<file path="src/bcd_counter_pkg.sv">
package bcd_counter_pkg;

    // Core clock period, in picoseconds
    localparam int unsigned CLK_PERIOD_PS = 4000;

    // Interdigit blanking, least figure of the typical range
    localparam int unsigned GAP_NS  = 3000;
    localparam logic [15:0] GAP_CYC =
        16'((GAP_NS * 1000 + CLK_PERIOD_PS - 1) / CLK_PERIOD_PS);

    // Load request setup before a digit strobe rises
    localparam int unsigned LOAD_SETUP_NS  = 2000;
    localparam logic [9:0]  LOAD_SETUP_CYC =
        10'((LOAD_SETUP_NS * 1000 + CLK_PERIOD_PS - 1) / CLK_PERIOD_PS);

    // Internal scan oscillator nominal rate
    localparam int unsigned SCAN_HZ         = 5000;
    localparam int unsigned SCAN_PERIOD_DEF = 1000000000 / (CLK_PERIOD_PS / 1000) / SCAN_HZ;

    // Decade count and Johnson codes
    localparam int unsigned NUM_DIGITS = 6;
    localparam logic [2:0]  JOHN_MSD   = 3'h0;
    localparam logic [5:0]  STROBE_RST = 6'h20;

    // Register offsets (byte addresses)
    localparam logic [11:0] OFS_CTRL   = 12'h000;
    localparam logic [11:0] OFS_COUNT  = 12'h004;
    localparam logic [11:0] OFS_STATUS = 12'h008;

    // Control field positions and reset values
    localparam int unsigned CTRL_SCAN_EXT_BIT = 0;
    localparam logic        CTRL_SCAN_EXT_RST = 1'b0;

    // Status field positions
    localparam int unsigned ST_LOAD_BIT  = 0;
    localparam int unsigned ST_CARRY_BIT = 1;
    localparam int unsigned ST_ZERO_BIT  = 2;
    localparam int unsigned ST_IDX_LSB   = 4;

    typedef enum logic [1:0] {
        SCAN_SHOW      = 2'b00,
        SCAN_WAIT_HIGH = 2'b01,
        SCAN_GAP       = 2'b10
    } scan_state_t;

endpackage : bcd_counter_pkg

</file>
<file path="src/bcd_decade_step.sv">
`timescale 1ns/100ps
// One BCD decade: next value and ripple of the look-ahead carry
module bcd_decade_step (
    input  wire logic [3:0] digit,   // Present decade value
    input  wire logic       up,      // High counts up
    input  wire logic       en,      // Step this decade
    output logic      [3:0] nxt,     // Value after the step
    output logic            co       // Carry or borrow out
);
    // Wrap 9 to 0 going up, 0 to 9 going down
    always_comb begin
        co  = en & (up ? (digit == 4'h9) : (digit == 4'h0));
        nxt = digit;
        if (en) begin
            if (up) begin
                nxt = (digit == 4'h9) ? 4'h0 : 4'(digit + 4'h1);
            end else begin
                nxt = (digit == 4'h0) ? 4'h9 : 4'(digit - 4'h1);
            end
        end
    end
endmodule : bcd_decade_step

</file>
<file path="src/seg7_decode.sv">
`timescale 1ns/100ps
// Numeral to segment pattern, bit 0 is segment a
module seg7_decode (
    input  wire logic [3:0] bcd,     // Digit value
    output logic      [6:0] seg      // Segments g..a, high lit
);
    // Codes above 9 stay dark rather than show junk
    always_comb begin
        unique case (bcd)
            4'h0:    seg = 7'h3F;
            4'h1:    seg = 7'h06;
            4'h2:    seg = 7'h5B;
            4'h3:    seg = 7'h4F;
            4'h4:    seg = 7'h66;
            4'h5:    seg = 7'h6D;
            4'h6:    seg = 7'h7D;
            4'h7:    seg = 7'h07;
            4'h8:    seg = 7'h7F;
            4'h9:    seg = 7'h6F;
            default: seg = 7'h00;
        endcase
    end
endmodule : seg7_decode

</file>
<file path="src/bcd_counter_display.sv">
// Design decisions made here: the register offsets and the APB slave port.
`timescale 1ns/100ps
// Contract
// - All six decades step together per count rise
// - Direction high counts up, low down
// - Inhibit high through pulse leaves counter unchanged
// - Clear zeroes counter only, not latch or scan
// - Store low follows counter, high holds latch
// - Load request captured at target digit strobe rise
// - Zero flag one count period, suppressed during load
// - Carry rises at rollover, falls with count low
// - Carry suppressed while a load is active
// - Johnson divide-by-six scan, most to least significant
// - Scan home holds MOST_SIGNIFICANT_DIGIT, blanks segments, shows BCD
// - After home, digit 6 stays until next scan
// - Segments and strobes blanked in interdigit gap
// - BCD output changes at start of gap
// - External scan low dwell lengthens the gap
// - All outputs active high
// - Load suppression ends only if release early in gap
module bcd_counter_display #(
    parameter bit          SEG_VARIANT     = 1'b1,   // 1 segments, 0 BCD with zero flag
    parameter int unsigned SCAN_PERIOD_CYC = bcd_counter_pkg::SCAN_PERIOD_DEF
) (
    input  wire logic        core_clk,        // 250 MHz clock
    input  wire logic        reset_n,         // Asynchronous reset
    input  wire logic        count_in,        // Count input
    input  wire logic        count_up,        // Direction, high up
    input  wire logic        count_inhibit,   // Inhibit counting
    input  wire logic        counter_clear,   // Clear counter
    input  wire logic        store,           // High holds display latch
    input  wire logic        load_req,        // Load counter request
    input  wire logic [3:0]  bcd_in,          // Load data
    input  wire logic        scan_in,         // External scan drive
    input  wire logic        scan_home_n,     // Low forces scan home
    output logic      [5:0]  digit_strobe,    // Bit 5 is the MOST_SIGNIFICANT_DIGIT strobe
    output logic      [3:0]  bcd_out,         // Scanned digit value
    output logic      [6:0]  seg_out,         // Segments g..a
    output logic             carry_out,       // Carry or borrow flag
    output logic             zero_out,        // All-zero flag
    input  wire logic        psel,            // APB select
    input  wire logic        penable,         // APB enable
    input  wire logic        pwrite,          // APB direction
    input  wire logic [11:0] paddr,           // APB address
    input  wire logic [31:0] pwdata,          // APB write data
    output logic      [31:0] prdata,          // APB read data
    output logic             pready,          // APB ready
    output logic             pslverr          // APB error
);
    localparam int unsigned ND = bcd_counter_pkg::NUM_DIGITS;

    // Words below are laid out for six decades
    if (ND != 6) begin : g_bad_digits
        $error("NUM_DIGITS must be 6");
    end

    // Counter must exceed the gap plus room to show a digit
    if (SCAN_PERIOD_CYC <= 32'(bcd_counter_pkg::GAP_CYC) + 2 ||
        SCAN_PERIOD_CYC >= (1 << 20)) begin : g_bad_period
        $error("SCAN_PERIOD_CYC out of range");
    end

    // Johnson code to digit position, 5 is the MOST_SIGNIFICANT_DIGIT
    function automatic logic [2:0] john_idx(input logic [2:0] j);
        unique case (j)
            3'b000:  john_idx = 3'd5;
            3'b001:  john_idx = 3'd4;
            3'b011:  john_idx = 3'd3;
            3'b111:  john_idx = 3'd2;
            3'b110:  john_idx = 3'd1;
            3'b100:  john_idx = 3'd0;
            default: john_idx = 3'd5;
        endcase
    endfunction : john_idx

    // All block state, registered as one word
    typedef struct packed {
        logic [23:0]                  cnt;
        logic [23:0]                  latch;
        logic                         cnt_prev;
        logic                         scan_prev;
        logic [2:0]                   john;
        bcd_counter_pkg::scan_state_t sstate;
        logic [15:0]                  gap_cnt;
        logic [19:0]                  tick_cnt;
        logic [3:0]                   bcd;
        logic [6:0]                   seg;
        logic [5:0]                   strobe;
        logic                         carry;
        logic                         zero;
        logic                         load_active;
        logic                         load_pend;
        logic                         load_prev;
        logic [9:0]                   low_cnt;
        logic                         fell_in_gap;
        logic                         scan_ext;
        logic                         pready;
        logic                         pslverr;
        logic [31:0]                  prdata;
    } state_t;

    state_t st_ff;
    state_t nxt_st;

    // Ripple of decade steppers, each sees the carry of the one below
    logic [ND-1:0]   dec_en;
    logic [ND-1:0]   dec_co;
    logic [23:0]     cnt_step;
    logic            count_rise;
    logic            count_step;
    logic [6:0]      seg_dec;
    logic [3:0]      dec_bcd;

    // Rises need a low sample between them
    assign count_rise = count_in & ~st_ff.cnt_prev;
    assign count_step = count_rise & ~count_inhibit;

    // Look-ahead carry: all decades move on one edge
    genvar gi;
    generate
        for (gi = 0; gi < ND; gi++) begin : g_dec
            if (gi == 0) begin : g_first
                assign dec_en[gi] = count_step;
            end else begin : g_rest
                assign dec_en[gi] = dec_co[gi-1];
            end
            bcd_decade_step u_step (
                .digit (st_ff.cnt[gi*4 +: 4]),
                .up    (count_up),
                .en    (dec_en[gi]),
                .nxt   (cnt_step[gi*4 +: 4]),
                .co    (dec_co[gi])
            );
        end
    endgenerate

    // Decodes next value, so segments track strobes
    seg7_decode u_seg (
        .bcd (dec_bcd),
        .seg (seg_dec)
    );

    // Next state of counter, scan, flags and register file
    always_comb begin
        logic       scan_step;
        logic       strobe_rise;
        logic       in_gap;
        logic [2:0] idx;
        logic [2:0] nidx;
        nxt_st      = st_ff;
        scan_step   = 1'b0;
        strobe_rise = 1'b0;
        in_gap      = (st_ff.sstate != bcd_counter_pkg::SCAN_SHOW);
        idx         = john_idx(st_ff.john);
        nidx        = idx;
        dec_bcd     = st_ff.bcd;

        // Previous samples for edge detection
        nxt_st.cnt_prev  = count_in;
        nxt_st.scan_prev = scan_in;
        nxt_st.load_prev = load_req;

        // Scan clock: internal divider or external falling edge
        if (st_ff.scan_ext) begin
            nxt_st.tick_cnt = 20'h00000;
            scan_step = st_ff.scan_prev & ~scan_in;
        end else if (st_ff.tick_cnt >= 20'(SCAN_PERIOD_CYC - 1)) begin
            nxt_st.tick_cnt = 20'h00000;
            scan_step = 1'b1;
        end else begin
            nxt_st.tick_cnt = st_ff.tick_cnt + 20'h00001;
        end

        // Scan sequencing with blanking gap
        if (!scan_home_n) begin
            // Home beats any step, so the top digit holds
            nxt_st.john    = bcd_counter_pkg::JOHN_MSD;
            nxt_st.sstate  = bcd_counter_pkg::SCAN_SHOW;
            nxt_st.gap_cnt = 16'h0000;
            scan_step      = 1'b0;
        end else begin
            unique case (st_ff.sstate)
                bcd_counter_pkg::SCAN_SHOW: begin
                    // Digit stays lit until the next scan clock
                    if (scan_step) begin
                        nxt_st.john    = {st_ff.john[1:0], ~st_ff.john[2]};
                        nxt_st.gap_cnt = bcd_counter_pkg::GAP_CYC;
                        nxt_st.sstate  = st_ff.scan_ext ? bcd_counter_pkg::SCAN_WAIT_HIGH
                                                        : bcd_counter_pkg::SCAN_GAP;
                    end
                end
                bcd_counter_pkg::SCAN_WAIT_HIGH: begin
                    // Low dwell of external drive adds to the gap
                    if (scan_in) begin
                        nxt_st.sstate = bcd_counter_pkg::SCAN_GAP;
                    end
                end
                bcd_counter_pkg::SCAN_GAP: begin
                    if (st_ff.gap_cnt <= 16'h0001) begin
                        nxt_st.gap_cnt = 16'h0000;
                        nxt_st.sstate  = bcd_counter_pkg::SCAN_SHOW;
                        strobe_rise    = 1'b1;
                    end else begin
                        nxt_st.gap_cnt = st_ff.gap_cnt - 16'h0001;
                    end
                end
                default: begin
                    nxt_st.sstate = bcd_counter_pkg::SCAN_SHOW;
                end
            endcase
        end
        // Digit that is lit after this edge
        nidx = john_idx(nxt_st.john);

        // Load: request caught at strobe rise, data taken at strobe fall
        if (strobe_rise) begin
            nxt_st.load_pend = load_req;
        end
        if (scan_step) begin
            nxt_st.load_pend = 1'b0;
        end

        // Release counted only if it fell inside a gap
        if (load_req) begin
            nxt_st.low_cnt = 10'h000;
        end else if (st_ff.low_cnt < bcd_counter_pkg::LOAD_SETUP_CYC) begin
            nxt_st.low_cnt = st_ff.low_cnt + 10'h001;
        end
        if (st_ff.load_prev && !load_req) begin
            nxt_st.fell_in_gap = in_gap;
        end
        if (strobe_rise && !load_req && st_ff.fell_in_gap &&
            st_ff.low_cnt >= bcd_counter_pkg::LOAD_SETUP_CYC) begin
            nxt_st.load_active = 1'b0;
        end
        // A new request re-arms flag suppression
        if (load_req) begin
            nxt_st.load_active = 1'b1; // Set wins over release
        end

        // Clear is clocked like any input, so it acts at the edge that samples it
        // Counter: clear beats load beats count
        if (counter_clear) begin
            nxt_st.cnt = 24'h000000;
        end else if (scan_step && st_ff.load_pend) begin
            nxt_st.cnt[idx*4 +: 4] = bcd_in;
        end else begin
            nxt_st.cnt = cnt_step;
        end

        // Zero flag refreshed on every count rise
        if (count_rise) begin
            nxt_st.zero = (nxt_st.cnt == 24'h000000) & ~nxt_st.load_active
                          & ~SEG_VARIANT;
        end

        // Carry: rises at rollover, falls with the count input
        if (count_step && dec_co[ND-1] && !counter_clear) begin
            nxt_st.carry = 1'b1;
        end else if (!count_in) begin
            nxt_st.carry = 1'b0;
        end
        if (nxt_st.load_active) begin
            nxt_st.carry = 1'b0;
        end

        // Display latch follows the counter while store is low
        if (!store) begin
            nxt_st.latch = nxt_st.cnt;
        end

        // Value changes as the gap opens, so it is settled at strobe rise
        if (!scan_home_n || scan_step) begin
            nxt_st.bcd = nxt_st.latch[nidx*4 +: 4];
        end
        dec_bcd = nxt_st.bcd;

        // Strobes and segments dark in the gap and, for segments, at home
        nxt_st.strobe = 6'h00;
        nxt_st.seg    = 7'h00;
        if (nxt_st.sstate == bcd_counter_pkg::SCAN_SHOW) begin
            nxt_st.strobe[nidx] = 1'b1;
            if (scan_home_n && SEG_VARIANT) begin
                nxt_st.seg = seg_dec;
            end
        end

        // APB slave: data prepared in setup, ready in the access cycle
        nxt_st.pready  = psel & ~penable;
        nxt_st.pslverr = 1'b0;
        nxt_st.prdata  = 32'h00000000;
        if (psel && !penable) begin
            unique case (paddr)
                bcd_counter_pkg::OFS_CTRL: begin
                    nxt_st.prdata[bcd_counter_pkg::CTRL_SCAN_EXT_BIT] = st_ff.scan_ext;
                end
                bcd_counter_pkg::OFS_COUNT: begin
                    nxt_st.prdata[23:0] = st_ff.cnt;
                end
                bcd_counter_pkg::OFS_STATUS: begin
                    nxt_st.prdata[bcd_counter_pkg::ST_LOAD_BIT]  = st_ff.load_active;
                    nxt_st.prdata[bcd_counter_pkg::ST_CARRY_BIT] = st_ff.carry;
                    nxt_st.prdata[bcd_counter_pkg::ST_ZERO_BIT]  = st_ff.zero;
                    nxt_st.prdata[bcd_counter_pkg::ST_IDX_LSB +: 3] = idx;
                end
                default: begin
                    nxt_st.pslverr = 1'b1;
                end
            endcase
        end
        // Write lands at the access edge only
        if (psel && penable && st_ff.pready && pwrite && !st_ff.pslverr &&
            paddr == bcd_counter_pkg::OFS_CTRL) begin
            nxt_st.scan_ext = pwdata[bcd_counter_pkg::CTRL_SCAN_EXT_BIT];
        end
    end

    // Single state register; reset leaves scan at the MOST_SIGNIFICANT_DIGIT
    always_ff @(posedge core_clk or negedge reset_n) begin
        if (!reset_n) begin
            st_ff          <= '0;
            st_ff.john     <= bcd_counter_pkg::JOHN_MSD;
            st_ff.sstate   <= bcd_counter_pkg::SCAN_SHOW;
            st_ff.strobe   <= bcd_counter_pkg::STROBE_RST;
            st_ff.scan_ext <= bcd_counter_pkg::CTRL_SCAN_EXT_RST;
        end else begin
            st_ff <= nxt_st;
        end
    end

    // Pins straight from flops, free of decode glitches
    assign digit_strobe = st_ff.strobe;
    assign bcd_out      = st_ff.bcd;
    assign seg_out      = st_ff.seg;
    assign carry_out    = st_ff.carry;
    assign zero_out     = st_ff.zero;
    assign prdata       = st_ff.prdata;
    assign pready       = st_ff.pready;
    assign pslverr      = st_ff.pslverr;

endmodule : bcd_counter_display

</file>
<file path="config.mk">
export PLATFORM = sky130hd
export DESIGN_NAME = bcd_counter_display
export DESIGN_NICKNAME = d
export VERILOG_FILES = /design/src/bcd_counter_pkg.sv /design/src/bcd_decade_step.sv /design/src/seg7_decode.sv /design/src/bcd_counter_display.sv
export SDC_FILE = /design/constraint.sdc
export NUM_CORES = 1
export LEC_CHECK = 0
export ABC_AREA = 1
export ABC_CLOCK_PERIOD_IN_PS = 8800
export BUFFER_PORTS_ARGS = -buffer_cell sky130_fd_sc_hd__buf_2
export CAP_MARGIN = 20
export CORE_MARGIN = 1
export CORE_UTILIZATION = 44
export CTS_CLUSTER_DIAMETER = 200
export DETAILED_ROUTE_END_ITERATION = 16
export PLACE_DENSITY = 0.67
export SLEW_MARGIN = 10
export SYNTH_ARGS = -nofsm -noshare
export SYNTH_HDL_FRONTEND = slang
export SYNTH_HIERARCHICAL = 1
export SYNTH_SLANG_ARGS = --single-unit
</file>
<file path="constraint.sdc">
create_clock -name core_clk -period 8.8 [get_ports core_clk]
set_input_delay 0.88 -clock core_clk [delete_from_list [all_inputs] [get_ports core_clk]]
set_output_delay 0.88 -clock core_clk [all_outputs]
set_load 0.01 [all_outputs]
</file>
Word-level counts from Yosys, hierarchy flattened
Memory sizes are Yosys's and may differ from the RTL's.
Index checks and enable logic that the tools add are counted.

storage, ports and cells
  bits of input ports = 61
  bits in registers = 150
  memory bits (read-only) = 112
  memories = 1

operators by class
  equal/unequal tests = 23
  $add $sub $neg = 16
  multiplexer cells = 75
  reductions and logical operators = 34
  magnitude comparators = 6
  shifts and indexed selects = 3
  bitwise gates (word level) = 15

memory list
  memory            depth  bits a word  read ports  clocked after Yosys merged registers in  wr ports  RTL line          text
  (name not given)  16     7            1           0                                        0         seg7_decode.sv:9  unique case (bcd)

operators by type and width
  operator                   count
  $mux W4                    25
  $mux W24                   4
  $mux W21                   2
  $mux W20                   2
  $neg A5 Y34                1
  $shift A4 B34 Y24 const A  1
  $shiftx A4 B34 Y24         1
  $pmux W16 S2               1
  $pmux W3 S5                2
  $add A4 B1 Y4 const B      6
  $bwmux W24                 1
  $eq A4 B4 Y1 const B       6
  $logic_not A4 Y1           6
  $shiftx A24 B6 Y4          1
  $sub A4 B1 Y4 const B      6
  $mux W1                    23
  $add A20 B1 Y20 const B    1
  $ge A20 B16 Y1 const B     1
  $mux W10                   2
  $eq A3 B3 Y1 const B       6
  $mux W17                   1
  $le A16 B1 Y1 const B      1
  $mux W16                   1
  $sub A16 B1 Y16 const B    1
  32 further kinds           70

Depth between registers and ports, before layout
Gate-level depths: netlist of the first run.
An unclocked memory read counts as a cell.

  depth after elaboration = 17
  depth in mapped cells = 34
  depth with buffers taken out = 34

Modules after synthesis
The synthesis of the first run kept the hierarchy.

by module, submodules not included
  module               cells each  area each (µm²)  instances
  bcd_counter_display  968         7808.7           1
  bcd_decade_step      46          211.5            6
  seg7_decode          39          210.2            1

Worst setup path after synthesis of the first run
Ideal clock, no wire load.

  path kind = input to register
  start point = input port count_in
  end point = register st_ff, in the netlist seg_out[3]
  library setup time = 0.072 ns
  buffers on the path = 0
  required time = 8.728 ns
  cell stages on the path = 31
  slack = 2.635 ns
  data arrival time = 6.094 ns
  cells stage by stage = nor3b_1 > inv_1 > nor3_1 > inv_1 > nor3_1 > inv_1 > nor3_1 > inv_1 > nor3_1 > inv_1 > nor3_1 > nand2_1 > o21ai_1 > inv_1 > nand2_1 > nand3_1 > inv_1 > o21ai_1 > nand2_1 > nand3_1 > nand2_1 > inv_2 > a21oi_2 > inv_1 > ha_1 > nand2_1 > nand2_1 > nand2_1 > nand2_1 > nand2_1 > nor2_1

RTL lines
  item                  RTL line                    text
  start, declared       bcd_counter_display.sv:27   input wire logic count_in,
  end signal, assigned  bcd_counter_display.sv:327  st_ff <= nxt_st;
  end, declared         bcd_counter_display.sv:102  state_t st_ff;

==> results of run 1 <==
-- worst max path at each step --
stage	startpoint	endpoint	slack (ns)	cells after the start
finish	count_up	seg_out[3]	2.88	35
global route	count_in	seg_out[3]	2.13	36
CTS	count_in	seg_out[3]	2.91	36
detailed placement	count_in	seg_out[3]	2.50	36
global placement	count_up	seg_out[3]	2.58	35
floorplan	count_in	seg_out[3]	2.63	31
-- cell families (layout without fill, tap and decap cells) --
family | Yosys count | count (layout) | share of synthesized area, %
AOI/OAI and AO/OA | 128 | 128 | 7.99
xor gates and xnor gates | 22 | 22 | 2.07
adders and majority gates | 12 | 12 | 1.62
buffers and inverters | 286 | 320 | 14.4
DFF | 150 | 150 | 40.4
other | 1 | 13 | 0.0404
and+or+nand+nor | 684 | 684 | 33.5
-- state kept, by name, indices dropped and copies added (netlist names) --
register / count
st_ff: 106
prdata: 24
seg_out: 7
digit_strobe: 6
bcd_out: 4
carry_out: 1
pready: 1
pslverr: 1
-- through the flow --
stage	std cells	util (%)	hold slack (ns)
2_1_floorplan	1295	-	0.424
3_3_place_gp	1566	46.5	0.444
3_5_place_dp	1566	46.5	0.446
4_1_cts	1598	49.5	0.455
5_1_grt	1599	49.6	0.479
6_report	1599	49.6	0.441
-- metal layers --
layer	track usage, %	share of wire, %	wire, um	vias up
met1	28.6	50	10100	3566
met5	0	0	0	-
met4	4.23	0.68	138	0
met2	30.8	45	9030	190
met3	4.25	5.3	1070	13
li1	-	-	-	4030
-- area by class of cell --
type                       count  area share, %
clock buffer                  18           4.32
clock inverter                14           1.63
inverter                     208           7.69
multi-input combinational    859           41.8
sequential                   150           37.0
tap                          270           3.33
timing repair buffer          80           4.30
-- power breakdown --
group	leakage, nW	internal [mW]	switching [mW]
clock network	0.291	0.434	0.312
registers	2.01	0.732	0.0336
logic	3.13	0.119	0.228
total	5.43	1.29	0.574
-- synthesized netlist by cell type (10+ instances only) --
library cell    n  area (um^2)
a21oi_1        35          175
ha_1           12          150
dfrtp_1       149         3730
nand2_2        11         68.8
nand4_1        10         62.6
nand2_1       340         1280
nor2_2         20          125
buf_4          52          390
o21ai_0        26          130
nor2_1        111          417
or2_2          14         87.6
a31oi_1        12         75.1
inv_2          18         67.6
nor3_1         31          155
o21ai_1        29          145
inv_1         187          702
xor2_1         14          123
nand3_1       116          581
clkbuf_1       12         45.0
==> flow_metrics.py, run 1 <==
metrics = {
    "cells_and_area": {
        "layout_commonest_cell": "nand2_1",
        "drive_above_1_share_pct": 15.4,
        "multi_input_comb_area_um2": 4240,
        "regArea_um2": 3750,
        "area_growth_pct": 9.38,
        "mostFrequentLayoutCells": "nand2_1, inv_1, dfrtp_1",
        "diodes": 0,
        "fillerInstances": 2052,
        "nets": 1389,
        "design_area_um2": 10200,
    },
    "routing": {
        "remaining_drc_errors": 0,
        "wl_per_cell_um": 12.7,
        "drt_wl_total_mm": 20.3,
        "antenna_left": 0,
        "vias": 7799,
        "drt_iter0_markers": 514,
        "dr.pass1.iters": 5,
        "viasPerCell": 4.88,
    },
    "sta": {
        "finalSetupTns_ns": 0,
        "clock-skew-final_ns": 0.00762,
        "slew_headroom_pct": 35.3,
        "fin_ws_ns": 2.88,
        "max_freq_ghz": 0.169,
        "min_period_over_period_pct": 67.2,
        "min_period_ns": 5.92,
        "slew_violations": 0,
        "finalSetupViolCount": 0,
        "max_slew.worst_pin.slew_ns": 0.969,
        "hold_violations": 0,
        "rsz0062_at_grt": "no",
    },
    "clocking": {
        "insertion_delay_ns": 0.43,
        "ctsHoldBuffers": 0,
        "clockBufferDepth": 2,
        "cts.sinks": 150,
        "cts_tree": "yes",
        "numCtsBuffers": 17,
        "clk_pin_slew_ns": 0.07,
        "h-tree-depth": 4,
        "cts_resized": 0,
        "post_cts_buffers": 0,
        "root_buffer": "clkbuf_16",
    },
    "setup_path": {
        "worst-endpoint-arrival_ns": 6.27,
        "r2r_cells": 35,
        "rr_endpoint": "seg_out[3]",
        "critPathKind": "primary input to flop",
        "r2r_start": "st_ff[110]",
        "reg2reg_slack_ns": 3.10,
        "startpoint_type": "primary input",
        "cpPeakStageDelay_ns": 0.65,
        "required_ns": 9.16,
        "critPathMaxFanout": 30,
        "cpMaxStageDelayCell": "nor3_1",
        "cp-end-kind": "flop",
        "cpMostUsedCell": "nand2_1",
        "crit_buf_inv": 13,
        "cp_top_family": "simple AND/OR/NAND/NOR gates",
    },
    "pwr": {
        "leakage_nw": 5.43,
        "p_total_mw": 1.86,
        "p_per_area_nw_per_um2": 183,
        "ir_drop_mv": 0.149,
    },
    "synth": {
        "synth_edf_count": 0,
        "synthFlopType": "dfrtp_1",
        "syn_area_per_cell_um2": 7.24,
        "synth-seq-area-share_pct": 40.4,
        "yosys_warnings": 6,
        "syn_inst": 1283,
        "ys_types": 53,
        "synth-async-reset-ratio_pct": 100,
        "ys_ff_latch": 150,
        "netlist_area_um2": 9290,
    },
    "global_route": {
        "grt_pass1_vias": 7205,
        "grt_pass1_wl_mm": 34.9,
        "track_usage_pct": 19.9,
        "gr-total-overflow": 0,
        "antenna_found_initial": 0,
        "grt_max_degree": 86,
    },
    "floorplan": {
        "start_util_pct": 45.3,
        "die_w_um": 147,
        "placementRows": 52,
        "coreArea_um2": 20500,
        "fp.dieH_um": 147,
        "dieArea_um2": 21700,
        "ios": 114,
    },
    "status": {
        "status": "finished, final reports clean",
    },
    "placement": {
        "dp_hpwl_mm": 14.5,
        "port_buffers": 73,
        "pre_cts_ws_ns": 2.50,
        "gp_congestion": 0.846,
        "placed_cell_area_um2": 9530,
    },
    "hold_path": {
        "hold_class": "primary input to async pin",
    },
    "job": {
        "maxCapViolations": 0,
    },
}
Power figures use the tool's default switching activity.
==> run 2, diff against run 1 <==
Settings changed: ABC_AREA 1 to 0, ABC_CLOCK_PERIOD_IN_PS 8800 to 5390, PLACE_DENSITY 0.67 to 0.7.
Clock period 8.8 ns to 5.39 ns, I/O delays scaled along.
==> run 2 against run 1 <==
Against the previous run:
- global-route usage grew 0.35 points
- sequential power grew 55%
- final cell count shrank 20%
- synthesized cell count shrank 24%
- die area is 2.2% lower
- non-clock buffer count increased by 15
- combinational power down 7.8%
- clock-buffer cell count grew 3
- critical path type is now flop to flop
- critical endpoint is now seg_out[4]
- largest cell class unchanged
==> flow_metrics.py, run 2 <==
metrics = {
    "status": {
        "status": "finished, final reports clean",
    },
    "pwr": {
        "swShare_pct": 26.2,
        "p_per_area_nw_per_um2": 274,
        "p_seq_share_pct": 43.4,
        "ir_drop_mv": 0.218,
        "p_switching_mw": 0.717,
        "p_total_mw": 2.74,
        "power.internal_mw": 2.02,
        "clkPwrFrac_pct": 44.9,
        "comb_power_share_pct": 11.7,
        "leakage_nw": 4.51,
    },
    "setup_path": {
        "cp-end-kind": "flop",
        "worst-endpoint-arrival_ns": 5.19,
        "critPathMaxFanout": 9,
        "startpoint_type": "flop",
        "critPathKind": "flop to flop",
        "required_ns": 5.71,
    },
    "synth": {
        "netlist_area_um2": 9080,
        "synth_edf_count": 0,
        "syn_area_per_cell_um2": 9.29,
        "synthFlopType": "dfrtp_1",
        "synthTopCellsByCount": "dfrtp_1, nor2_1, nand2_1, o21ai_0, buf_4",
        "yosys_warnings": 6,
        "syn_inst": 977,
        "synth_top_area_share_pct": 41.1,
        "synth.largest_area_cell": "dfrtp_1",
        "ys_ff_latch": 150,
        "synth-async-reset-ratio_pct": 100,
        "ys_types": 75,
        "synth-seq-area-share_pct": 41.4,
        "yosysMostFrequentCell": "dfrtp_1",
        "yosys-top-cells-area": "dfrtp_1, buf_4, nor2_1",
    },
    "sta": {
        "finalSetupTns_ns": 0,
        "finalSetupViolCount": 0,
        "clock-skew-final_ns": 0.0117,
        "hold_violations": 0,
        "max_freq_ghz": 0.205,
        "hold_ws_ns": 0.00376,
        "slew_violations": 0,
        "max_slew.worst_pin.slew_ns": 0.926,
        "min_period_over_period_pct": 90.4,
        "rsz0062_at_grt": "no",
        "slew_headroom_pct": 38.3,
        "min_period_ns": 4.87,
        "fin_ws_ns": 0.516,
    },
    "cells_and_area": {
        "mostFrequentLayoutCells": "dfrtp_1, nor2_1, buf_2",
        "drive_above_1_share_pct": 18.6,
        "layout_commonest_cell": "dfrtp_1",
        "largest_register_ff_count": 106,
        "nets": 1073,
        "fillerInstances": 1830,
        "area_growth_pct": 9.91,
        "final_cell_count_no_fill": 1284,
        "utilization_pct": 49.3,
        "regMostFlops": "st_ff",
        "design_area_um2": 9980,
    },
    "floorplan": {
        "coreArea_um2": 20200,
        "placementRows": 52,
        "ios": 114,
        "start_util_pct": 44.9,
        "dieArea_um2": 21200,
        "die_w_um": 146,
        "fp.dieH_um": 146,
    },
    "global_route": {
        "grt_pass1_wl_mm": 34.6,
        "antenna_found_initial": 1,
        "grt_pass1_vias": 6839,
        "gr-total-overflow": 0,
        "grt_max_degree": 64,
        "track_usage_pct": 20.3,
    },
    "clocking": {
        "cts_resized": 0,
        "h-tree-depth": 4,
        "clockBufferDepth": 2,
        "root_buffer": "clkbuf_16",
        "post_cts_buffers": 0,
        "cts_tree": "yes",
        "clk_pin_slew_ns": 0.06,
        "cts.sinks": 150,
        "ctsHoldBuffers": 0,
        "insertion_delay_ns": 0.43,
        "numCtsBuffers": 17,
    },
    "job": {
        "maxCapViolations": 0,
    },
    "placement": {
        "dp_cells": 1251,
        "placed_cell_area_um2": 9370,
        "pre_cts_ws_ns": 0.300,
        "gp_congestion": 0.853,
        "dp_hpwl_mm": 14.5,
        "port_buffers": 73,
    },
    "routing": {
        "antenna_left": 0,
        "remaining_drc_errors": 0,
        "viasPerCell": 5.65,
        "vias": 7253,
        "wl_per_cell_um": 16.4,
        "dr.pass1.iters": 7,
        "drt_wl_total_mm": 21.0,
        "drt_iter0_markers": 588,
    },
    "hold_path": {
        "hold_class": "primary input to async pin",
    },
}
==> run 2: changes by cell type after synthesis, sizes merged, moves of 20 or more <==
cell,previous run,this run
nand3,121,30
nor3,32,7
inv,205,42
nor2,136,100
nand2,354,64
and2,0,20
and3,1,28
mux2i,0,32
mux2,0,20
nand2b,0,20
==> run 2: worst max-delay path: stages, from the launching register on <==
cell	delay, ns
dfrtp_1	0.48
or3_4	0.40
a211oi_2	0.27
nand2b_1	0.15
a211oi_2	0.21
nand2b_1	0.14
a211oi_2	0.20
nand2b_1	0.14
a211oi_2	0.25
nand2b_1	0.17
a211oi_4	0.21
nand2b_1	0.13
nor4_1	0.29
a221o_1	0.23
mux2i_1	0.09
o21ai_0	0.25
mux2i_1	0.21
a221oi_4	0.40
inv_1	0.17
a22o_1	0.23
and2_1	0.13
==> run 2: path summary, 6_finish.rpt <==
| path | start | endpoint | slack (ns) | cells past startpoint |
|---|---|---|---|---|
| max | st_ff[138] | seg_out[4] | 0.52 | 20 |
| min | reset_n | prdata[7] | 0.004 | 1 |
| max reg2reg | st_ff[138] | seg_out[4] | 0.52 | 20 |
| min reg2reg | st_ff[68] | st_ff[68] | 0.46 | 1 |
| max in group asynchronous | reset_n | st_ff[115] | 4.29 | 2 |
| min in group core_clk | count_in | st_ff[110] | 0.25 | 1 |
==> run 2: logic make-up after synthesis <==
| kind of cell | Yosys count | share of synthesized area, % |
|---|---|---|
| mux | 52 | 6.05 |
| fa+ha+maj | 12 | 1.65 |
| other cells | 1 | 0.0413 |
| flops | 150 | 41.4 |
| buf+inv | 146 | 9.03 |
| simple gates | 349 | 20.6 |
| xor+xnor | 36 | 3.47 |
| compound gates | 231 | 17.8 |
==> run 2: power groups by stage <==
stage | sequential [mW] | combinational (mW) | clock (mW)
finish | 1.19 | 0.320 | 1.23
global route | 1.19 | 0.358 | 1.30
CTS | 1.19 | 0.320 | 1.25
detailed placement | 1.21 | 0.317 | 0
global placement | 1.21 | 0.311 | 0
floorplan | 1.20 | 0.238 | 0
==> run 2: area by class of cell <==
type,count,area [um^2],area share (%)
antenna,1,2.50,0.0251
inverter,43,161,1.62
tap,270,338,3.39
timing repair buffer,95,537,5.38
multi-input combinational,693,4590,46.0
clock inverter,11,149,1.49
sequential,150,3750,37.6
clock buffer,21,450,4.51
==> run 2: per-layer routing <==
layer | global-route usage, % | up-vias | share of wire, %
li1 | - | 3481 | -
met1 | 27.1 | 3529 | 45
met4 | 8.16 | 0 | 2.6
met2 | 32.5 | 211 | 48
met5 | 0 | - | 0
met3 | 3.76 | 32 | 4.7
==> run 3, diff against run 2 <==
Settings changed: CORE_UTILIZATION 44 to 50, PLACE_DENSITY 0.7 to 0.77.
==> run 3 against run 2 <==
Against the previous run:
- non-clock buffer count fell by 3
- fmax shrank 0.64%
- core utilization rose by 7.3 points
- highest routed layer unchanged
- register-to-register slack worse by 0.03 ns
- critical endpoint unchanged
- final cell count decreased by 3.8%
- wire length is 0.87% higher
- clock-buffer cell count grew 3
==> flow_metrics.py, run 3 (synthesis gave the netlist of run 2 again) <==
metrics = {
    "sta": {
        "min_period_ns": 4.91,
        "max_freq_ghz": 0.204,
        "slew_violations": 0,
        "rsz0062_at_grt": "no",
        "hold_ws_ns": 0.178,
        "max_slew.worst_pin.slew_ns": 0.968,
        "clock-skew-final_ns": 0.00935,
        "slew_headroom_pct": 35.2,
        "hold_violations": 0,
        "min_period_over_period_pct": 91.0,
        "finalSetupViolCount": 0,
        "finalSetupTns_ns": 0,
    },
    "setup_path": {
        "cp_top_family": "compound AO/OA/AOI/OAI gates",
        "critPathMaxFanout": 7,
        "critPathKind": "flop to flop",
        "cp-end-kind": "flop",
        "startpoint_type": "flop",
        "required_ns": 5.71,
        "cpMaxStageDelayCell": "dfrtp_1",
        "worst-endpoint-arrival_ns": 5.22,
        "crit_buf_inv": 1,
        "cp_cell_sequence": "or3_4 > a211oi_2 > nand2b_1 > a211oi_2 > nand2b_1 > a211oi_2 > nand2b_1 > a211oi_2 > nand2b_1 > a211oi_4 > nand2b_1 > nor4_1 > a221o_1 > mux2i_1 > o21ai_1 > mux2i_1 > a221oi_4 > inv_1 > a22o_1 > and2_1",
        "cpPeakStageDelay_ns": 0.40,
        "cpMostUsedCell": "nand2b_1",
    },
    "clocking": {
        "clk_pin_slew_ns": 0.06,
        "h-tree-depth": 4,
        "cts.sinks": 150,
        "cts_tree": "yes",
        "clockBufferDepth": 2,
        "numCtsBuffers": 17,
        "post_cts_buffers": 0,
        "root_buffer": "clkbuf_16",
        "insertion_delay_ns": 0.43,
        "ctsHoldBuffers": 0,
    },
    "cells_and_area": {
        "mostFrequentLayoutCells": "dfrtp_1, nor2_1, buf_2",
        "diodes": 0,
        "final_cell_count_no_fill": 1235,
        "nets": 1070,
        "layout_commonest_cell": "dfrtp_1",
        "area_growth_pct": 9.37,
        "largest_register_ff_count": 106,
        "drive_above_1_share_pct": 18.1,
        "regMostFlops": "st_ff",
        "fillerInstances": 1544,
        "utilization_pct": 56.6,
    },
    "hold_path": {
        "hold_class": "primary input to async pin",
    },
    "routing": {
        "viasPerCell": 5.99,
        "dr.pass1.iters": 8,
        "drt_wl_total_mm": 21.2,
        "drt_iter0_markers": 749,
        "antenna_left": 0,
        "wl_per_cell_um": 17.2,
        "vias": 7402,
        "remaining_drc_errors": 0,
    },
    "floorplan": {
        "dieArea_um2": 18700,
        "die_w_um": 137,
        "placementRows": 48,
        "start_util_pct": 51.8,
        "fp.dieH_um": 137,
        "ios": 114,
        "coreArea_um2": 17500,
    },
    "pwr": {
        "swShare_pct": 25.3,
        "leakage_nw": 4.51,
        "clkPwrFrac_pct": 45.7,
        "p_per_area_nw_per_um2": 280,
        "power.internal_mw": 2.08,
        "ir_drop_mv": 0.236,
        "p_seq_share_pct": 42.6,
        "comb_power_share_pct": 11.7,
        "p_switching_mw": 0.705,
    },
    "placement": {
        "port_buffers": 73,
        "gp_congestion": 0.883,
        "dp_hpwl_mm": 14.4,
        "dp_cells": 1203,
    },
    "global_route": {
        "grt_pass1_vias": 6895,
        "grt_max_degree": 99,
        "antenna_found_initial": 0,
        "track_usage_pct": 23.8,
        "grt_pass1_wl_mm": 34.7,
        "gr-total-overflow": 0,
    },
    "status": {
        "status": "finished, final reports clean",
    },
    "job": {
        "maxCapViolations": 0,
    },
}
-- run 3: area by class of cell --
cell class	count	area (um^2)	area share (%)
clock buffer	24	472	4.75
clock inverter	8	149	1.50
inverter	43	161	1.63
multi-input combinational	693	4600	46.3
sequential	150	3750	37.8
tap	225	282	2.83
timing repair buffer	92	514	5.18
-- run 3: power groups by stage --
stage | combinational [mW] | sequential (mW) | clock (mW)
final | 0.324 | 1.19 | 1.27
after global routing | 0.359 | 1.19 | 1.34
after CTS | 0.320 | 1.18 | 1.29
after detailed placement | 0.318 | 1.20 | 0
after global placement | 0.309 | 1.20 | 0
after floorplan | 0.238 | 1.20 | 0
-- run 3: final timing paths --
path | depth (start not counted) | start | to | slack (ns)
max | 20 | st_ff[135] | seg_out[4] | 0.48
min | 1 | reset_n | prdata[15] | 0.18
max reg2reg | 20 | st_ff[135] | seg_out[4] | 0.48
min reg2reg | 1 | st_ff[68] | st_ff[68] | 0.47
max in group asynchronous | 2 | reset_n | st_ff[75] | 3.94
min in group core_clk | 1 | count_in | st_ff[110] | 0.25
-- run 3: metrics by stage --
stage / total power, mW / setup slack, ns / area, um^2
floorplan: 1.43 / 0.0422 / 9150
global placement: 1.51 / 0.224 / 9290
detailed placement: 1.52 / 0.0882 / 9290
CTS: 2.79 / 0.306 / 9910
global route: 2.89 / 0.0285 / 9930
finish: 2.78 / 0.485 / 9930
-- run 3: per-layer routing --
metal / vias up / routed length (um) / track usage (%)
met3: 49 / 1140 / 5.52
met2: 259 / 10200 / 37.0
met5: - / 0 / 0
li1: 3487 / - / -
met4: 0 / 600 / 10.4
met1: 3607 / 9260 / 31.7
-- run 3: timing repair --
| action | 4_1_cts | 5_1_grt |
|---|---|---|
| hold endpoints to repair | 0 | 0 |
| resized for setup | 0 | 4 |
| endpoints found under the setup margin | 0 | 7 |
